[src/hdl/dpi_pkg.sv]
// Constants, register map and carrier types of the data path init sequencer.
package dpi_pkg;

  localparam int DPI_LANES = 8;
  localparam int DPI_CLK_MHZ = 250;

  // Data path set-up time and transmitter turn-on time, least values.
  localparam int DPI_INIT_TIME_NS = 1000;
  localparam int DPI_TXON_TIME_NS = 200;
  localparam int DPI_INIT_CYC = (DPI_INIT_TIME_NS * DPI_CLK_MHZ + 999) / 1000;
  localparam int DPI_TXON_CYC = (DPI_TXON_TIME_NS * DPI_CLK_MHZ + 999) / 1000;

  // Register byte offsets.
  localparam logic [7:0] DPI_OFS_STAGED = 8'h00;
  localparam logic [7:0] DPI_OFS_ACTIVE = 8'h04;
  localparam logic [7:0] DPI_OFS_COMMIT = 8'h08;
  localparam logic [7:0] DPI_OFS_CFG_ERR = 8'h0c;
  localparam logic [7:0] DPI_OFS_SHUTDOWN = 8'h10;
  localparam logic [7:0] DPI_OFS_PATH_STATE = 8'h14;
  localparam logic [7:0] DPI_OFS_INT_STAT = 8'h18;
  localparam logic [7:0] DPI_OFS_INT_CLR = 8'h1c;
  localparam logic [7:0] DPI_OFS_INT_EN = 8'h20;
  localparam logic [7:0] DPI_OFS_TX_DIS = 8'h24;

  // Reset values.
  localparam logic [31:0] DPI_STAGED_RST = 32'h0000_0000;
  localparam logic [7:0] DPI_SHUTDOWN_RST = 8'h00;
  localparam logic [7:0] DPI_INT_EN_RST = 8'hff;
  localparam logic [7:0] DPI_TX_DIS_RST = 8'h00;

  // Commit trigger value, one bit per lane.
  localparam logic [7:0] DPI_COMMIT_ALL = 8'hff;

  // Application select codes that this device accepts, one bit per code.
  localparam logic [15:0] DPI_APP_VALID = 16'h000e;

  // Per-lane configuration error codes.
  localparam logic [3:0] DPI_ERR_NONE = 4'h0;
  localparam logic [3:0] DPI_ERR_ACCEPTED = 4'h1;
  localparam logic [3:0] DPI_ERR_BAD_CODE = 4'h2;
  localparam logic [3:0] DPI_ERR_BUSY = 4'h3;

  // Per-lane state codes as software reads them.
  localparam logic [3:0] DPI_CODE_INACTIVE = 4'h1;
  localparam logic [3:0] DPI_CODE_INITIALIZING = 4'h2;
  localparam logic [3:0] DPI_CODE_READY_IDLE = 4'h3;
  localparam logic [3:0] DPI_CODE_TX_ON = 4'h4;
  localparam logic [3:0] DPI_CODE_ACTIVE = 4'h5;

  localparam logic [1:0] DPI_RESP_OKAY = 2'b00;
  localparam logic [1:0] DPI_RESP_SLVERR = 2'b10;

  typedef enum logic [4:0] {
    PATH_STATE_INACTIVE = 5'b00001,
    PATH_STATE_INITIALIZING = 5'b00010,
    PATH_STATE_READY_IDLE = 5'b00100,
    PATH_STATE_TRANSMITTER_ON = 5'b01000,
    PATH_STATE_ACTIVE = 5'b10000
  } dpi_path_state_t;

  typedef struct packed {
    logic shutdown;
    logic deactivate;
    logic [3:0] app;
  } dpi_lane_ctl_t;

  typedef struct packed {
    logic [3:0] code;
    logic tx_en;
    logic changed;
  } dpi_lane_stat_t;

endpackage

[src/hdl/dpi_lane.sv]
// One data path state machine of the init sequencer.
`timescale 1ns/1ps
module dpi_lane
  import dpi_pkg::*;
(
  // Clock and reset.
  input wire logic clk_i,
  input wire logic rst_n_i,
  // Control from the register file.
  input wire dpi_lane_ctl_t ctl_i,
  // Status and applied configuration.
  output dpi_lane_stat_t stat_o,
  output logic [3:0] cfg_o
);

  dpi_path_state_t state_reg;
  dpi_path_state_t state_next;
  logic [7:0] cnt_reg;
  logic [7:0] cnt_next;
  logic [3:0] cfg_reg;
  logic tx_en_reg;
  logic changed_reg;
  logic cnt_zero;

  assign cnt_zero = (cnt_reg == 8'h00);

  // A shutdown request wins in every state, so a lane never lingers half set up.
  always_comb
  begin
    state_next = state_reg;
    cnt_next = cnt_zero ? cnt_reg : cnt_reg - 8'h01;
    unique case (state_reg)
      PATH_STATE_INACTIVE:
      begin
        if (!ctl_i.shutdown && ctl_i.app != 4'h0)
        begin
          state_next = PATH_STATE_INITIALIZING;
          cnt_next = 8'(DPI_INIT_CYC - 1);
        end
      end
      PATH_STATE_INITIALIZING:
      begin
        if (ctl_i.shutdown)
          state_next = PATH_STATE_INACTIVE;
        else if (cnt_zero)
          state_next = PATH_STATE_READY_IDLE;
      end
      PATH_STATE_READY_IDLE:
      begin
        if (ctl_i.shutdown)
          state_next = PATH_STATE_INACTIVE;
        else if (!ctl_i.deactivate)
        begin
          state_next = PATH_STATE_TRANSMITTER_ON;
          cnt_next = 8'(DPI_TXON_CYC - 1);
        end
      end
      PATH_STATE_TRANSMITTER_ON:
      begin
        if (ctl_i.shutdown)
          state_next = PATH_STATE_INACTIVE;
        else if (ctl_i.deactivate)
          state_next = PATH_STATE_READY_IDLE;
        else if (cnt_zero)
          state_next = PATH_STATE_ACTIVE;
      end
      PATH_STATE_ACTIVE:
      begin
        if (ctl_i.shutdown)
          state_next = PATH_STATE_INACTIVE;
        else if (ctl_i.deactivate)
          state_next = PATH_STATE_READY_IDLE;
      end
      default:
        state_next = PATH_STATE_INACTIVE;
    endcase
  end

  always_ff @(posedge clk_i or negedge rst_n_i)
  begin
    if (!rst_n_i)
    begin
      state_reg <= PATH_STATE_INACTIVE;
      cnt_reg <= 8'h00;
      cfg_reg <= 4'h0;
      tx_en_reg <= 1'b0;
      changed_reg <= 1'b0;
    end
    else
    begin
      state_reg <= state_next;
      cnt_reg <= cnt_next;
      if (state_next == PATH_STATE_INITIALIZING && state_reg == PATH_STATE_INACTIVE)
        cfg_reg <= ctl_i.app;
      tx_en_reg <= (state_next == PATH_STATE_TRANSMITTER_ON) ||
                   (state_next == PATH_STATE_ACTIVE);
      changed_reg <= (state_next != state_reg) &&
                     ((state_next == PATH_STATE_ACTIVE) ||
                      (state_next == PATH_STATE_INACTIVE));
    end
  end

  assign stat_o.code = (state_reg == PATH_STATE_INITIALIZING) ? DPI_CODE_INITIALIZING :
                       (state_reg == PATH_STATE_READY_IDLE) ? DPI_CODE_READY_IDLE :
                       (state_reg == PATH_STATE_TRANSMITTER_ON) ? DPI_CODE_TX_ON :
                       (state_reg == PATH_STATE_ACTIVE) ? DPI_CODE_ACTIVE :
                       DPI_CODE_INACTIVE;
  assign stat_o.tx_en = tx_en_reg;
  assign stat_o.changed = changed_reg;
  assign cfg_o = cfg_reg;

endmodule

[src/hdl/dpi_seq.sv]
// Data path init sequencer: AXI4-Lite register file, commit logic and lanes.
//
// The placing of the registers and register access over AXI4-Lite were left to the implementer.
`timescale 1ns/1ps
// Summary of operation
// - A commit checks the staged code per lane and copies a valid one to the active set if the lane is inactive.
// - An invalid staged code is not copied; on an inactive lane the error code field reports it, on a busy lane it reports busy.
// - When the shutdown condition goes false each affected lane with a nonzero active code moves to initializing.
// - In initializing a lane sets itself up from the active code, then is ready idle.
// - From ready idle with the deactivate condition false a lane enters transmitter on.
// - In transmitter on the lane enables its transmit output, then goes active.
// - Entry into active sets the lane's state changed interrupt flag.
// - Software reads the interrupt flags on an interrupt, and those reads release the line.
module dpi_seq
  import dpi_pkg::*;
(
  // Clock and reset.
  input wire logic clk_i,
  input wire logic rst_n_i,
  // AXI4-Lite write address and data.
  input wire logic [7:0] s_axi_awaddr_i,
  input wire logic s_axi_awvalid_i,
  output logic s_axi_awready_o,
  input wire logic [31:0] s_axi_wdata_i,
  input wire logic [3:0] s_axi_wstrb_i,
  input wire logic s_axi_wvalid_i,
  output logic s_axi_wready_o,
  // AXI4-Lite write response.
  output logic [1:0] s_axi_bresp_o,
  output logic s_axi_bvalid_o,
  input wire logic s_axi_bready_i,
  // AXI4-Lite read.
  input wire logic [7:0] s_axi_araddr_i,
  input wire logic s_axi_arvalid_i,
  output logic s_axi_arready_o,
  output logic [31:0] s_axi_rdata_o,
  output logic [1:0] s_axi_rresp_o,
  output logic s_axi_rvalid_o,
  input wire logic s_axi_rready_i,
  // Module level state, from a pin.
  input wire logic module_state_operational_i,
  // Data path outputs.
  output logic [DPI_LANES-1:0] tx_enable_o,
  output logic module_interrupt_n_o
);

  logic aw_hold_reg;
  logic [7:0] aw_addr_reg;
  logic w_hold_reg;
  logic [31:0] w_data_reg;
  logic [3:0] w_strb_reg;
  logic bvalid_reg;
  logic [1:0] bresp_reg;
  logic rvalid_reg;
  logic [31:0] rdata_reg;
  logic [1:0] rresp_reg;

  logic [31:0] staged_reg;
  logic [7:0] shutdown_reg;
  logic [7:0] tx_dis_reg;
  logic [7:0] int_stat_reg;
  logic [7:0] int_stat_next;
  logic [7:0] int_en_reg;
  logic int_n_reg;
  logic op_meta_reg;
  logic op_sync_reg;

  logic [31:0] active_w;
  logic [31:0] err_w;
  logic [31:0] path_state_w;
  logic [7:0] changed_w;
  logic [7:0] tx_en_w;

  // Write side decode.
  logic wr_fire;
  logic wr_staged;
  logic wr_commit;
  logic wr_shutdown;
  logic wr_int_clr;
  logic wr_int_en;
  logic wr_tx_dis;
  logic wr_mapped;
  logic [31:0] wr_mask;
  logic [7:0] commit_lanes;
  logic [7:0] int_clr_bits;

  assign wr_fire = aw_hold_reg & w_hold_reg & ~bvalid_reg;
  assign wr_staged = wr_fire & (aw_addr_reg == DPI_OFS_STAGED);
  assign wr_commit = wr_fire & (aw_addr_reg == DPI_OFS_COMMIT) & w_strb_reg[0];
  assign wr_shutdown = wr_fire & (aw_addr_reg == DPI_OFS_SHUTDOWN) & w_strb_reg[0];
  assign wr_int_clr = wr_fire & (aw_addr_reg == DPI_OFS_INT_CLR) & w_strb_reg[0];
  assign wr_int_en = wr_fire & (aw_addr_reg == DPI_OFS_INT_EN) & w_strb_reg[0];
  assign wr_tx_dis = wr_fire & (aw_addr_reg == DPI_OFS_TX_DIS) & w_strb_reg[0];
  // Read-only registers answer a write with OKAY and ignore the data.
  assign wr_mapped = (aw_addr_reg == DPI_OFS_STAGED) || (aw_addr_reg == DPI_OFS_ACTIVE) ||
                     (aw_addr_reg == DPI_OFS_COMMIT) || (aw_addr_reg == DPI_OFS_CFG_ERR) ||
                     (aw_addr_reg == DPI_OFS_SHUTDOWN) ||
                     (aw_addr_reg == DPI_OFS_PATH_STATE) ||
                     (aw_addr_reg == DPI_OFS_INT_STAT) || (aw_addr_reg == DPI_OFS_INT_CLR) ||
                     (aw_addr_reg == DPI_OFS_INT_EN) || (aw_addr_reg == DPI_OFS_TX_DIS);
  assign wr_mask = {{8{w_strb_reg[3]}}, {8{w_strb_reg[2]}},
                    {8{w_strb_reg[1]}}, {8{w_strb_reg[0]}}};
  assign commit_lanes = wr_commit ? w_data_reg[7:0] : 8'h00;
  assign int_clr_bits = wr_int_clr ? w_data_reg[7:0] : 8'h00;

  // Read side decode.
  logic rd_take;
  logic rd_int_stat;
  logic rd_mapped;
  logic [31:0] rd_data;

  assign rd_take = s_axi_arvalid_i & ~rvalid_reg;
  assign rd_int_stat = rd_take & (s_axi_araddr_i == DPI_OFS_INT_STAT);
  assign rd_mapped = (s_axi_araddr_i == DPI_OFS_STAGED) ||
                     (s_axi_araddr_i == DPI_OFS_ACTIVE) ||
                     (s_axi_araddr_i == DPI_OFS_COMMIT) ||
                     (s_axi_araddr_i == DPI_OFS_CFG_ERR) ||
                     (s_axi_araddr_i == DPI_OFS_SHUTDOWN) ||
                     (s_axi_araddr_i == DPI_OFS_PATH_STATE) ||
                     (s_axi_araddr_i == DPI_OFS_INT_STAT) ||
                     (s_axi_araddr_i == DPI_OFS_INT_CLR) ||
                     (s_axi_araddr_i == DPI_OFS_INT_EN) ||
                     (s_axi_araddr_i == DPI_OFS_TX_DIS);
  // Write-only registers read as zero.
  assign rd_data = (s_axi_araddr_i == DPI_OFS_STAGED) ? staged_reg :
                   (s_axi_araddr_i == DPI_OFS_ACTIVE) ? active_w :
                   (s_axi_araddr_i == DPI_OFS_CFG_ERR) ? err_w :
                   (s_axi_araddr_i == DPI_OFS_SHUTDOWN) ? {24'h0, shutdown_reg} :
                   (s_axi_araddr_i == DPI_OFS_PATH_STATE) ? path_state_w :
                   (s_axi_araddr_i == DPI_OFS_INT_STAT) ? {24'h0, int_stat_reg} :
                   (s_axi_araddr_i == DPI_OFS_INT_EN) ? {24'h0, int_en_reg} :
                   (s_axi_araddr_i == DPI_OFS_TX_DIS) ? {24'h0, tx_dis_reg} :
                   32'h0;

  // A new state change wins over a clear in the same cycle.
  assign int_stat_next = (int_stat_reg & ~int_clr_bits &
                          ~{8{rd_int_stat}}) | changed_w;

  assign s_axi_awready_o = ~aw_hold_reg;
  assign s_axi_wready_o = ~w_hold_reg;
  assign s_axi_bvalid_o = bvalid_reg;
  assign s_axi_bresp_o = bresp_reg;
  assign s_axi_arready_o = ~rvalid_reg;
  assign s_axi_rvalid_o = rvalid_reg;
  assign s_axi_rdata_o = rdata_reg;
  assign s_axi_rresp_o = rresp_reg;
  assign tx_enable_o = tx_en_w;
  assign module_interrupt_n_o = int_n_reg;

  // Write channel: address and data are caught in either order.
  always_ff @(posedge clk_i or negedge rst_n_i)
  begin
    if (!rst_n_i)
    begin
      aw_hold_reg <= 1'b0;
      aw_addr_reg <= 8'h00;
      w_hold_reg <= 1'b0;
      w_data_reg <= 32'h0;
      w_strb_reg <= 4'h0;
    end
    else
    begin
      if (s_axi_awvalid_i && !aw_hold_reg)
      begin
        aw_hold_reg <= 1'b1;
        aw_addr_reg <= {s_axi_awaddr_i[7:2], 2'b00};
      end
      else if (wr_fire)
        aw_hold_reg <= 1'b0;
      if (s_axi_wvalid_i && !w_hold_reg)
      begin
        w_hold_reg <= 1'b1;
        w_data_reg <= s_axi_wdata_i;
        w_strb_reg <= s_axi_wstrb_i;
      end
      else if (wr_fire)
        w_hold_reg <= 1'b0;
    end
  end

  always_ff @(posedge clk_i or negedge rst_n_i)
  begin
    if (!rst_n_i)
    begin
      bvalid_reg <= 1'b0;
      bresp_reg <= DPI_RESP_OKAY;
    end
    else if (wr_fire)
    begin
      bvalid_reg <= 1'b1;
      bresp_reg <= wr_mapped ? DPI_RESP_OKAY : DPI_RESP_SLVERR;
    end
    else if (s_axi_bready_i)
      bvalid_reg <= 1'b0;
  end

  always_ff @(posedge clk_i or negedge rst_n_i)
  begin
    if (!rst_n_i)
    begin
      rvalid_reg <= 1'b0;
      rdata_reg <= 32'h0;
      rresp_reg <= DPI_RESP_OKAY;
    end
    else if (rd_take)
    begin
      rvalid_reg <= 1'b1;
      rdata_reg <= rd_data;
      rresp_reg <= rd_mapped ? DPI_RESP_OKAY : DPI_RESP_SLVERR;
    end
    else if (s_axi_rready_i)
      rvalid_reg <= 1'b0;
  end

  // Control registers.
  always_ff @(posedge clk_i or negedge rst_n_i)
  begin
    if (!rst_n_i)
    begin
      staged_reg <= DPI_STAGED_RST;
      shutdown_reg <= DPI_SHUTDOWN_RST;
      tx_dis_reg <= DPI_TX_DIS_RST;
      int_en_reg <= DPI_INT_EN_RST;
    end
    else
    begin
      if (wr_staged)
        staged_reg <= (staged_reg & ~wr_mask) | (w_data_reg & wr_mask);
      if (wr_shutdown)
        shutdown_reg <= w_data_reg[7:0];
      if (wr_tx_dis)
        tx_dis_reg <= w_data_reg[7:0];
      if (wr_int_en)
        int_en_reg <= w_data_reg[7:0];
    end
  end

  // The interrupt line is registered so it never glitches on decode.
  always_ff @(posedge clk_i or negedge rst_n_i)
  begin
    if (!rst_n_i)
    begin
      int_stat_reg <= 8'h00;
      int_n_reg <= 1'b1;
    end
    else
    begin
      int_stat_reg <= int_stat_next;
      int_n_reg <= ~|(int_stat_next & int_en_reg);
    end
  end

  // The module state comes from outside this clock, so it is synchronised.
  always_ff @(posedge clk_i or negedge rst_n_i)
  begin
    if (!rst_n_i)
    begin
      op_meta_reg <= 1'b0;
      op_sync_reg <= 1'b0;
    end
    else
    begin
      op_meta_reg <= module_state_operational_i;
      op_sync_reg <= op_meta_reg;
    end
  end

  // Per-lane commit logic and data path state machine.
  for (genvar g = 0; g < DPI_LANES; g++)
  begin : g_lane
    logic [3:0] act_reg;
    logic [3:0] err_reg;
    logic [3:0] staged_code;
    logic code_ok;
    logic lane_busy;
    dpi_lane_ctl_t ctl;
    dpi_lane_stat_t stat;

    assign staged_code = staged_reg[4*g +: 4];
    assign code_ok = DPI_APP_VALID[staged_code];
    // A lane that is not inactive keeps its running set; the commit is refused.
    assign lane_busy = (stat.code != DPI_CODE_INACTIVE);

    always_ff @(posedge clk_i or negedge rst_n_i)
    begin
      if (!rst_n_i)
      begin
        act_reg <= 4'h0;
        err_reg <= DPI_ERR_NONE;
      end
      else if (commit_lanes[g])
      begin
        if (lane_busy)
          err_reg <= DPI_ERR_BUSY;
        else if (code_ok)
        begin
          act_reg <= staged_code;
          err_reg <= DPI_ERR_ACCEPTED;
        end
        else
          err_reg <= DPI_ERR_BAD_CODE;
      end
    end

    // Shutdown holds while the module is not operational or software asks for it.
    assign ctl.shutdown = shutdown_reg[g] | ~op_sync_reg;
    assign ctl.deactivate = shutdown_reg[g] | ~op_sync_reg | tx_dis_reg[g];
    assign ctl.app = act_reg;

    dpi_lane u_lane (
      .clk_i(clk_i),
      .rst_n_i(rst_n_i),
      .ctl_i(ctl),
      .stat_o(stat),
      .cfg_o()
    );

    assign active_w[4*g +: 4] = act_reg;
    assign err_w[4*g +: 4] = err_reg;
    assign path_state_w[4*g +: 4] = stat.code;
    assign changed_w[g] = stat.changed;
    assign tx_en_w[g] = stat.tx_en;
  end

endmodule

[config.mk]
export PLATFORM = sky130hd
export DESIGN_NAME = dpi_seq
export DESIGN_NICKNAME = d
export VERILOG_FILES = /design/src/hdl/dpi_pkg.sv /design/src/hdl/dpi_lane.sv /design/src/hdl/dpi_seq.sv
export SDC_FILE = /design/constraint.sdc
export NUM_CORES = 1
export LEC_CHECK = 0
export BUFFER_PORTS_ARGS = -buffer_cell sky130_fd_sc_hd__buf_2
export CORE_UTILIZATION = 45
export CTS_CLUSTER_DIAMETER = 80
export CTS_CLUSTER_SIZE = 8
export DETAILED_ROUTE_END_ITERATION = 7
export HOLD_SLACK_MARGIN = 0.12
export SYNTH_ARGS = -nofsm -noshare
export SYNTH_HDL_FRONTEND = slang
export SYNTH_SLANG_ARGS = --single-unit
[constraint.sdc]
create_clock -name clk_i -period 4.3 [get_ports clk_i]
set_input_delay 0.215 -clock clk_i [delete_from_list [all_inputs] [get_ports clk_i]]
set_output_delay 0.215 -clock clk_i [all_outputs]
set_load 0.02 [all_outputs]
; ---- Word-level counts from Yosys, hierarchy flattened
; Memories as Yosys holds them, arrays and structs flattened.
; Index checks and enable logic that the tools add are counted.
[totals]
reg_bits = 333
memories = 8
word_cells = 539
inputBits = 60
mem_bits_ro = 128
[mem_list]
columns = memory, depth, word_bits, read_ports, rd_clocked_by_memory_dff, wr, line
row1 = (name not given), 16, 1, 1, 0, 0, dpi_seq.sv:280  ; assign code_ok = DPI_APP_VALID[staged_code];
row2 = (name not given), 16, 1, 1, 0, 0, dpi_seq.sv:280
row3 = (name not given), 16, 1, 1, 0, 0, dpi_seq.sv:280
row4 = (name not given), 16, 1, 1, 0, 0, dpi_seq.sv:280
row5 = (name not given), 16, 1, 1, 0, 0, dpi_seq.sv:280
row6 = (name not given), 16, 1, 1, 0, 0, dpi_seq.sv:280
row7 = +2 memories, --, --, --, --, --, --
[op_classes]
muxes = 203
reduce_logical = 94
n_lt_le_gt_ge = 8
bitwise_logic = 54
add_sub_neg = 8
eq_ne = 98
[op_table]
columns = cell, count
row1 = 5-bit 2-to-1 mux, 80
row2 = 8-bit 2-to-1 mux, 37
row3 = 5-bit one-hot mux with 5 select lines, 8
row4 = 32-bit 2-to-1 mux, 5
row5 = 8-bit one-hot mux with 2 select lines, 8
row6 = 4-bit 2-to-1 mux, 24
row7 = "5-bit by 1-bit equality test with 1-bit output, second input constant", 16
row8 = "5-bit by 4-bit equality test with 1-bit output, second input constant", 16
row9 = "5-bit equality test, second input constant", 16
row10 = 8-bit logical NOT, 10
row11 = 32-bit bitwise AND, 2
row12 = "8-bit by 1-bit subtractor with 8-bit output, second input constant", 8
row13 = "5-bit by 2-bit equality test with 1-bit output, second input constant", 8
row14 = "5-bit by 3-bit equality test with 1-bit output, second input constant", 8
row15 = "4-bit by 5-bit less-than comparator with 1-bit output, second input constant", 8
row16 = 5-bit != test, 8
row17 = 2-bit 2-to-1 mux, 18
row18 = 1-bit logical OR, 34
row19 = "8-bit by 5-bit equality test with 1-bit output, second input constant", 4
row20 = "4-bit by 1-bit != test with 1-bit output, second input constant", 8
row21 = 32-bit NOT, 1
row22 = 32-bit bitwise OR, 1
row23 = 4-bit nonzero test, 8
row24 = 8-bit bitwise AND, 3
row25 = 19 further kinds, 126

; ---- Longest topological paths before layout
[depth]
depth_word = 12
ltp_mapped = 9

; ---- Cells and area by module
; A second synthesis with hierarchy kept.
[hier_totals]
cells_unflattened = 1771
hier_area_um2 = 18286.3
[modules_own_cells]
columns = module, cells_per_inst, n_inst, area_each_um2
row1 = dpi_seq, 777, 1, 8917.3
row2 = dpi_lane at g_lane[0].u_lane ..., 124, 3, 1158.6
row3 = dpi_lane at g_lane[1].u_lane ..., 124, 2, 1162.4
row4 = dpi_lane at g_lane[5].u_lane, 128, 1, 1203.7
row5 = dpi_lane at g_lane[7].u_lane, 122, 1, 1194.9
row6 = dpi_lane at g_lane[6].u_lane, 124, 1, 1169.9

; ---- Worst setup path after synthesis
; OpenSTA, ideal clock, no wires.
[synth_timing]
path_type = register to register
start = reg g_lane[3].u_lane.cnt_reg[0]
end = reg g_lane[3].u_lane.changed_reg
path_slack_ns = 2.110
t_arrival_ns = 2.047
required_ns = 4.157
path_stages_with_launch = 10
n_path_buf = 1
synth_period_minus_slack_ns = 2.190
cell_sequence = dfrtp_1 inv_1 ha_1 nor4b_2 and2_1 clkbuf_1 o211ai_1 xnor2_1 a2111oi_0 a31oi_1
[synth_via]
elab_chain_cells = 8
[synth_lines]
columns = element, line
row1 = from (decl), dpi_lane.sv:18  ; logic [7:0] cnt_reg;
row2 = from (signal assigned), dpi_lane.sv:92  ; cnt_reg <= cnt_next;
row3 = 8-bit logical NOT *, dpi_lane.sv:25  ; assign cnt_zero = (cnt_reg == 8'h00);
row4 = 5-bit 2-to-1 mux, dpi_lane.sv:64  ; else if (cnt_zero)
row5 = 5-bit 2-to-1 mux, dpi_lane.sv:62  ; else if (ctl_i.deactivate)
row6 = 5-bit 2-to-1 mux, dpi_lane.sv:60  ; if (ctl_i.shutdown)
row7 = 5-bit one-hot mux with 5 select lines *, dpi_lane.sv:32  ; unique case (state_reg)
row8 = 5-bit equality test / 5-bit by 1-bit equality test with 1-bit output (equally long branches), "dpi_lane.sv:98, dpi_lane.sv:99"
row9 = 1-bit logical OR, dpi_lane.sv:98  ; ((state_next == PATH_STATE_ACTIVE) ||
row10 = 1-bit logical AND *, dpi_lane.sv:97  ; changed_reg <= (state_next != state_reg) &&
row11 = to (signal assigned), dpi_lane.sv:97
row12 = to (decl), dpi_lane.sv:22  ; logic changed_reg;
; Every way passes the cells marked *; elsewhere a longest branch is shown, timed or not.
; A chain may end at the register's enable or synchronous reset.

; ---- Worst setup path after layout
[layout_timing]
start = reg bvalid_reg, in the netlist s_axi_bvalid_o
end = reg g_lane[3].act_reg[1]
[layout_via]
elab_chain_cells = 6
[layout_lines]
columns = element, line
row1 = from (decl), dpi_seq.sv:52  ; logic bvalid_reg;
row2 = from (signal assigned), dpi_seq.sv:185  ; bvalid_reg <= 1'b0;
row3 = from (signal assigned), dpi_seq.sv:190  ; bvalid_reg <= 1'b1;
row4 = from (signal assigned), dpi_seq.sv:194  ; bvalid_reg <= 1'b0;
row5 = 1-bit NOT, dpi_seq.sv:87  ; assign wr_fire = aw_hold_reg & w_hold_reg & ~bvalid_reg;
row6 = 1-bit bitwise AND, dpi_seq.sv:87
row7 = 1-bit bitwise AND (2 in series), dpi_seq.sv:89  ; assign wr_commit = wr_fire & (aw_addr_reg == DPI_OFS_COMMIT) & w_strb_reg[0];
row8 = 8-bit 2-to-1 mux, dpi_seq.sv:103  ; assign commit_lanes = wr_commit ? w_data_reg[7:0] : 8'h00;
row9 = 3-bit AND reduction (no source line), --
row10 = to (signal assigned), dpi_seq.sv:297  ; act_reg <= staged_code;
row11 = to (decl), dpi_seq.sv:271  ; logic [3:0] act_reg;
; No other way between the ends.

==> results by group <==
Die
  • Starting Density: 46.3%
  • Core Footprint: 33900 sq um
  • I/O Pins: 110
  • Die width: 189 um
  • Die height: 189 um
  • Die ar.: 35600 sq um
  • Cell row count: 67

Pwr
  • Sw power: around 3.2 mW
  • Pwr per Cell Area: 550 nW/um^2
  • IR drop worst, VDD: 0.448 mV
  • Sw Share: a little under a third
  • Clock power share: 32.5%
  • Logic pwr share: approximately 22%
  • Reg power frac: 45.4%
  • Pint: ~6.9 mW
  • P_leak: approximately 8 nW

Finish
  • Non-Filler Instances: 2163
  • Register area: approximately 7900 sq um
  • Area Growth Syn to Fin: 17.3%
  • Commonest non-fill, non-tap cell in the layout: dfrtp_1
  • Fraction of layout instances using a drive strength above 1: 19.6%
  • Fillers: 3033
  • Most frequent cells in the layout: dfrtp_1, nor2_1, nand2_1, mux2_2, buf_2
  • Antenna diodes: 0
  • Area of the multi-input gates: ~7300 sq um
  • Post-layout net count: 1751

Setup path
  • CP Class: register to register
  • Crit path required time: 4.74 ns
  • Worst Path Arrival: 3.23 ns
  • Critical path launch point type: register
  • Crit Path Max Fanout: 11
  • Critical Path End Type: register

Placed design
  • Placed Instances: ~2000
  • Port buffer count: 105
  • Final HPWL DP: 27300 um
  • Gpl congestion: ~0.88

Clocking
  • Root Driver: clkbuf_16
  • Worst-skew pair later-pin latency: 0.55 ns
  • Resized Gates After CTS: 0
  • CTS tree: done
  • Clk buf depth: 3
  • Clk sinks: 315
  • Num CTS Buffers: 45
  • Post-CTS Setup Inserts: 0
  • # H-tree levels: 2
  • CTS clk-pin slew, worst paths: 0.05 ns

Timing
  • Setup tns final: 0 ns
  • Final period util: 64.9%
  • Relative slew slack: between 20% and 30%
  • Final min period: 2.79 ns
  • Fmax: about 360 MHz
  • Final setup vio count: 0
  • RSZ-0062 raised after global routing: no
  • Fin. max-slew vios: 0
  • Skew final: 0.0262 ns
  • Fin. Hold Viols: 0
  • Slew @ Worst Pin: 1.13 ns

Logic synthesis
  • Seq/Total Area, Yosys: roughly half
  • Post-synth ARST share: 100%
  • Share of the synthesized area in the top cell type: 47.6%
  • Seq cells post-synth: approximately 320
  • Synth top area cells: dfrtp_1, mux2_2, nor2_1, o21ai_0, nand2_1
  • Top_reg_cell synth: dfrtp_1
  • Syn avg cell area: around 10 sq um
  • Cells after synthesis: approximately 1500
  • Post-synth EDFFs: 0
  • Cell taking the most area after synthesis: dfrtp_1
  • Yosys Warn Count: 0
  • Cell Area, Synth: roughly 16000 sq um
  • Distinct cells, synth: 86

Global routing
  • Largest net degree at the start of global routing: 98
  • First-pass GRT wire length: 66000 um
  • Initial antenna violation count: 0
  • Congestion Overflow GR: 0
  • Number of global-route vias before repair: ~12000
  • Global router's overall resource usage: 23.1%

Route
  • DRT Pass-1 Iters: 5
  • Post-route ant nets: 0
  • Total Wirelength: 40400 um
  • 1st-iter DRT viols: 1001
  • Vias per inst: 5.71
  • Remaining DRCs: 0
  • WL/cell: 18.7 um
  • Vias: between 10000 and 15000

Worst hold path
  • Worst hold path class: input port to register

Outcome
  • Status: complete, no violations

Job
  • Max-cap violations: 0
-- final cells by class --
| class | count | area share (%) |
|---|---|---|
| Timing Repair Buffer | 168 | 6.32 |
| Tap cell | 448 | 3.05 |
| Multi-Input combinational cell | 1105 | 39.5 |
| Inverter | 47 | 0.960 |
| Clock buffer | 76 | 6.76 |
| Clock inverter | 4 | 0.361 |
| Sequential cell | 315 | 43.0 |
-- per-stage QoR --
stage / hold WS, ns / utilization (%) / area (sq um) / total power, mW / setup slack, ns
2_1_floorplan: -0.0806 / - / 15700 / 6.11 / 2.11
3_3_place_gp: 0.315 / 48.9 / 16500 / 6.73 / 1.52
3_5_place_dp: 0.311 / 48.9 / 16500 / 6.82 / 1.50
4_1_cts: 0.156 / 54.2 / 18400 / 10.2 / 1.48
5_1_grt: 0.217 / 54.2 / 18400 / 10.7 / 1.36
6_report: 0.172 / 54.2 / 18400 / 10.1 / 1.51
-- synth_stat cells, drive strengths merged, types with 18 or more instances --
library cell  count
dfrtp           298
mux2            113
clkbuf           46
xor2             21
mux2i            18
nand3            36
a221oi           20
nor2            140
nand2           128
a21oi            77
buf              31
o21ai           102
nor2b            43
inv              46
nand2b           29
xnor2            39
nor3             58
a31oi            32
-- final timing paths --
path,depth (start not counted),endpoint,slack (ns),startpoint
setup / recovery,7,g_lane[3].act_reg[1]$_DFFE_PN0P_,1.51,s_axi_bvalid_o$_DFFE_PN0P_
min in group asynchronous,2,g_lane[6].u_lane.cnt_reg[4]$_DFF_PN0_,0.29,rst_n_i
hold reg to reg,0,op_sync_reg$_DFF_PN0_,0.37,op_meta_reg$_DFF_PN0_
setup reg to reg,7,g_lane[3].act_reg[1]$_DFFE_PN0P_,1.51,s_axi_bvalid_o$_DFFE_PN0P_
max in group asynchronous,3,g_lane[1].u_lane.state_reg[0]$_DFF_PN1_,2.90,rst_n_i
hold / removal,5,s_axi_rdata_o[7]$_DFFE_PN0P_,0.17,s_axi_araddr_i[5]
-- kinds of logic (layout without fill, tap and decap cells) --
family	count (synthesis)	count (layout)	share of synthesized area [%]
flops	315	315	50.5
buf+inv	124	295	3.38
xor+xnor	60	60	3.35
compound gates	345	345	14.0
simple gates	558	558	18.8
fa+ha+maj	9	9	0.719
mux	131	131	9.27
other cells	1	2	0.0239
-- per-layer routing --
layer / up-vias / wire length, um / track usage (%)
met4: 0 / 982 / 7.26
met5: - / 0 / 0
li1: 5849 / - / -
met2: 376 / 18100 / 35.3
met1: 6040 / 18900 / 33.8
met3: 77 / 2400 / 3.59
-- power by group through the flow --
stage	combinational (mW)	clock, mW	sequential (mW)
CTS	2.25	3.37	4.57
floorplan	1.76	0	4.36
detailed placement	2.21	0	4.61
finish	2.24	3.28	4.58
global route	2.52	3.49	4.70
global placement	2.15	0	4.58
-- repair_timing --
action	4_1_cts	5_1_grt
hold buffers	51	0
endpoints found under the setup margin	0	0
hold endpoints to repair	139	0
-- worst max-delay path: stages (launching register included) --
cell and delay, ns:
dfrtp_1 0.38, nand3b_2 0.32, nor4b_4 0.30, and4bb_1 0.63, buf_4 0.28, and2_1 0.23
nand3b_1 0.19, mux2_2 0.31
Power figures use the tool's default switching activity.
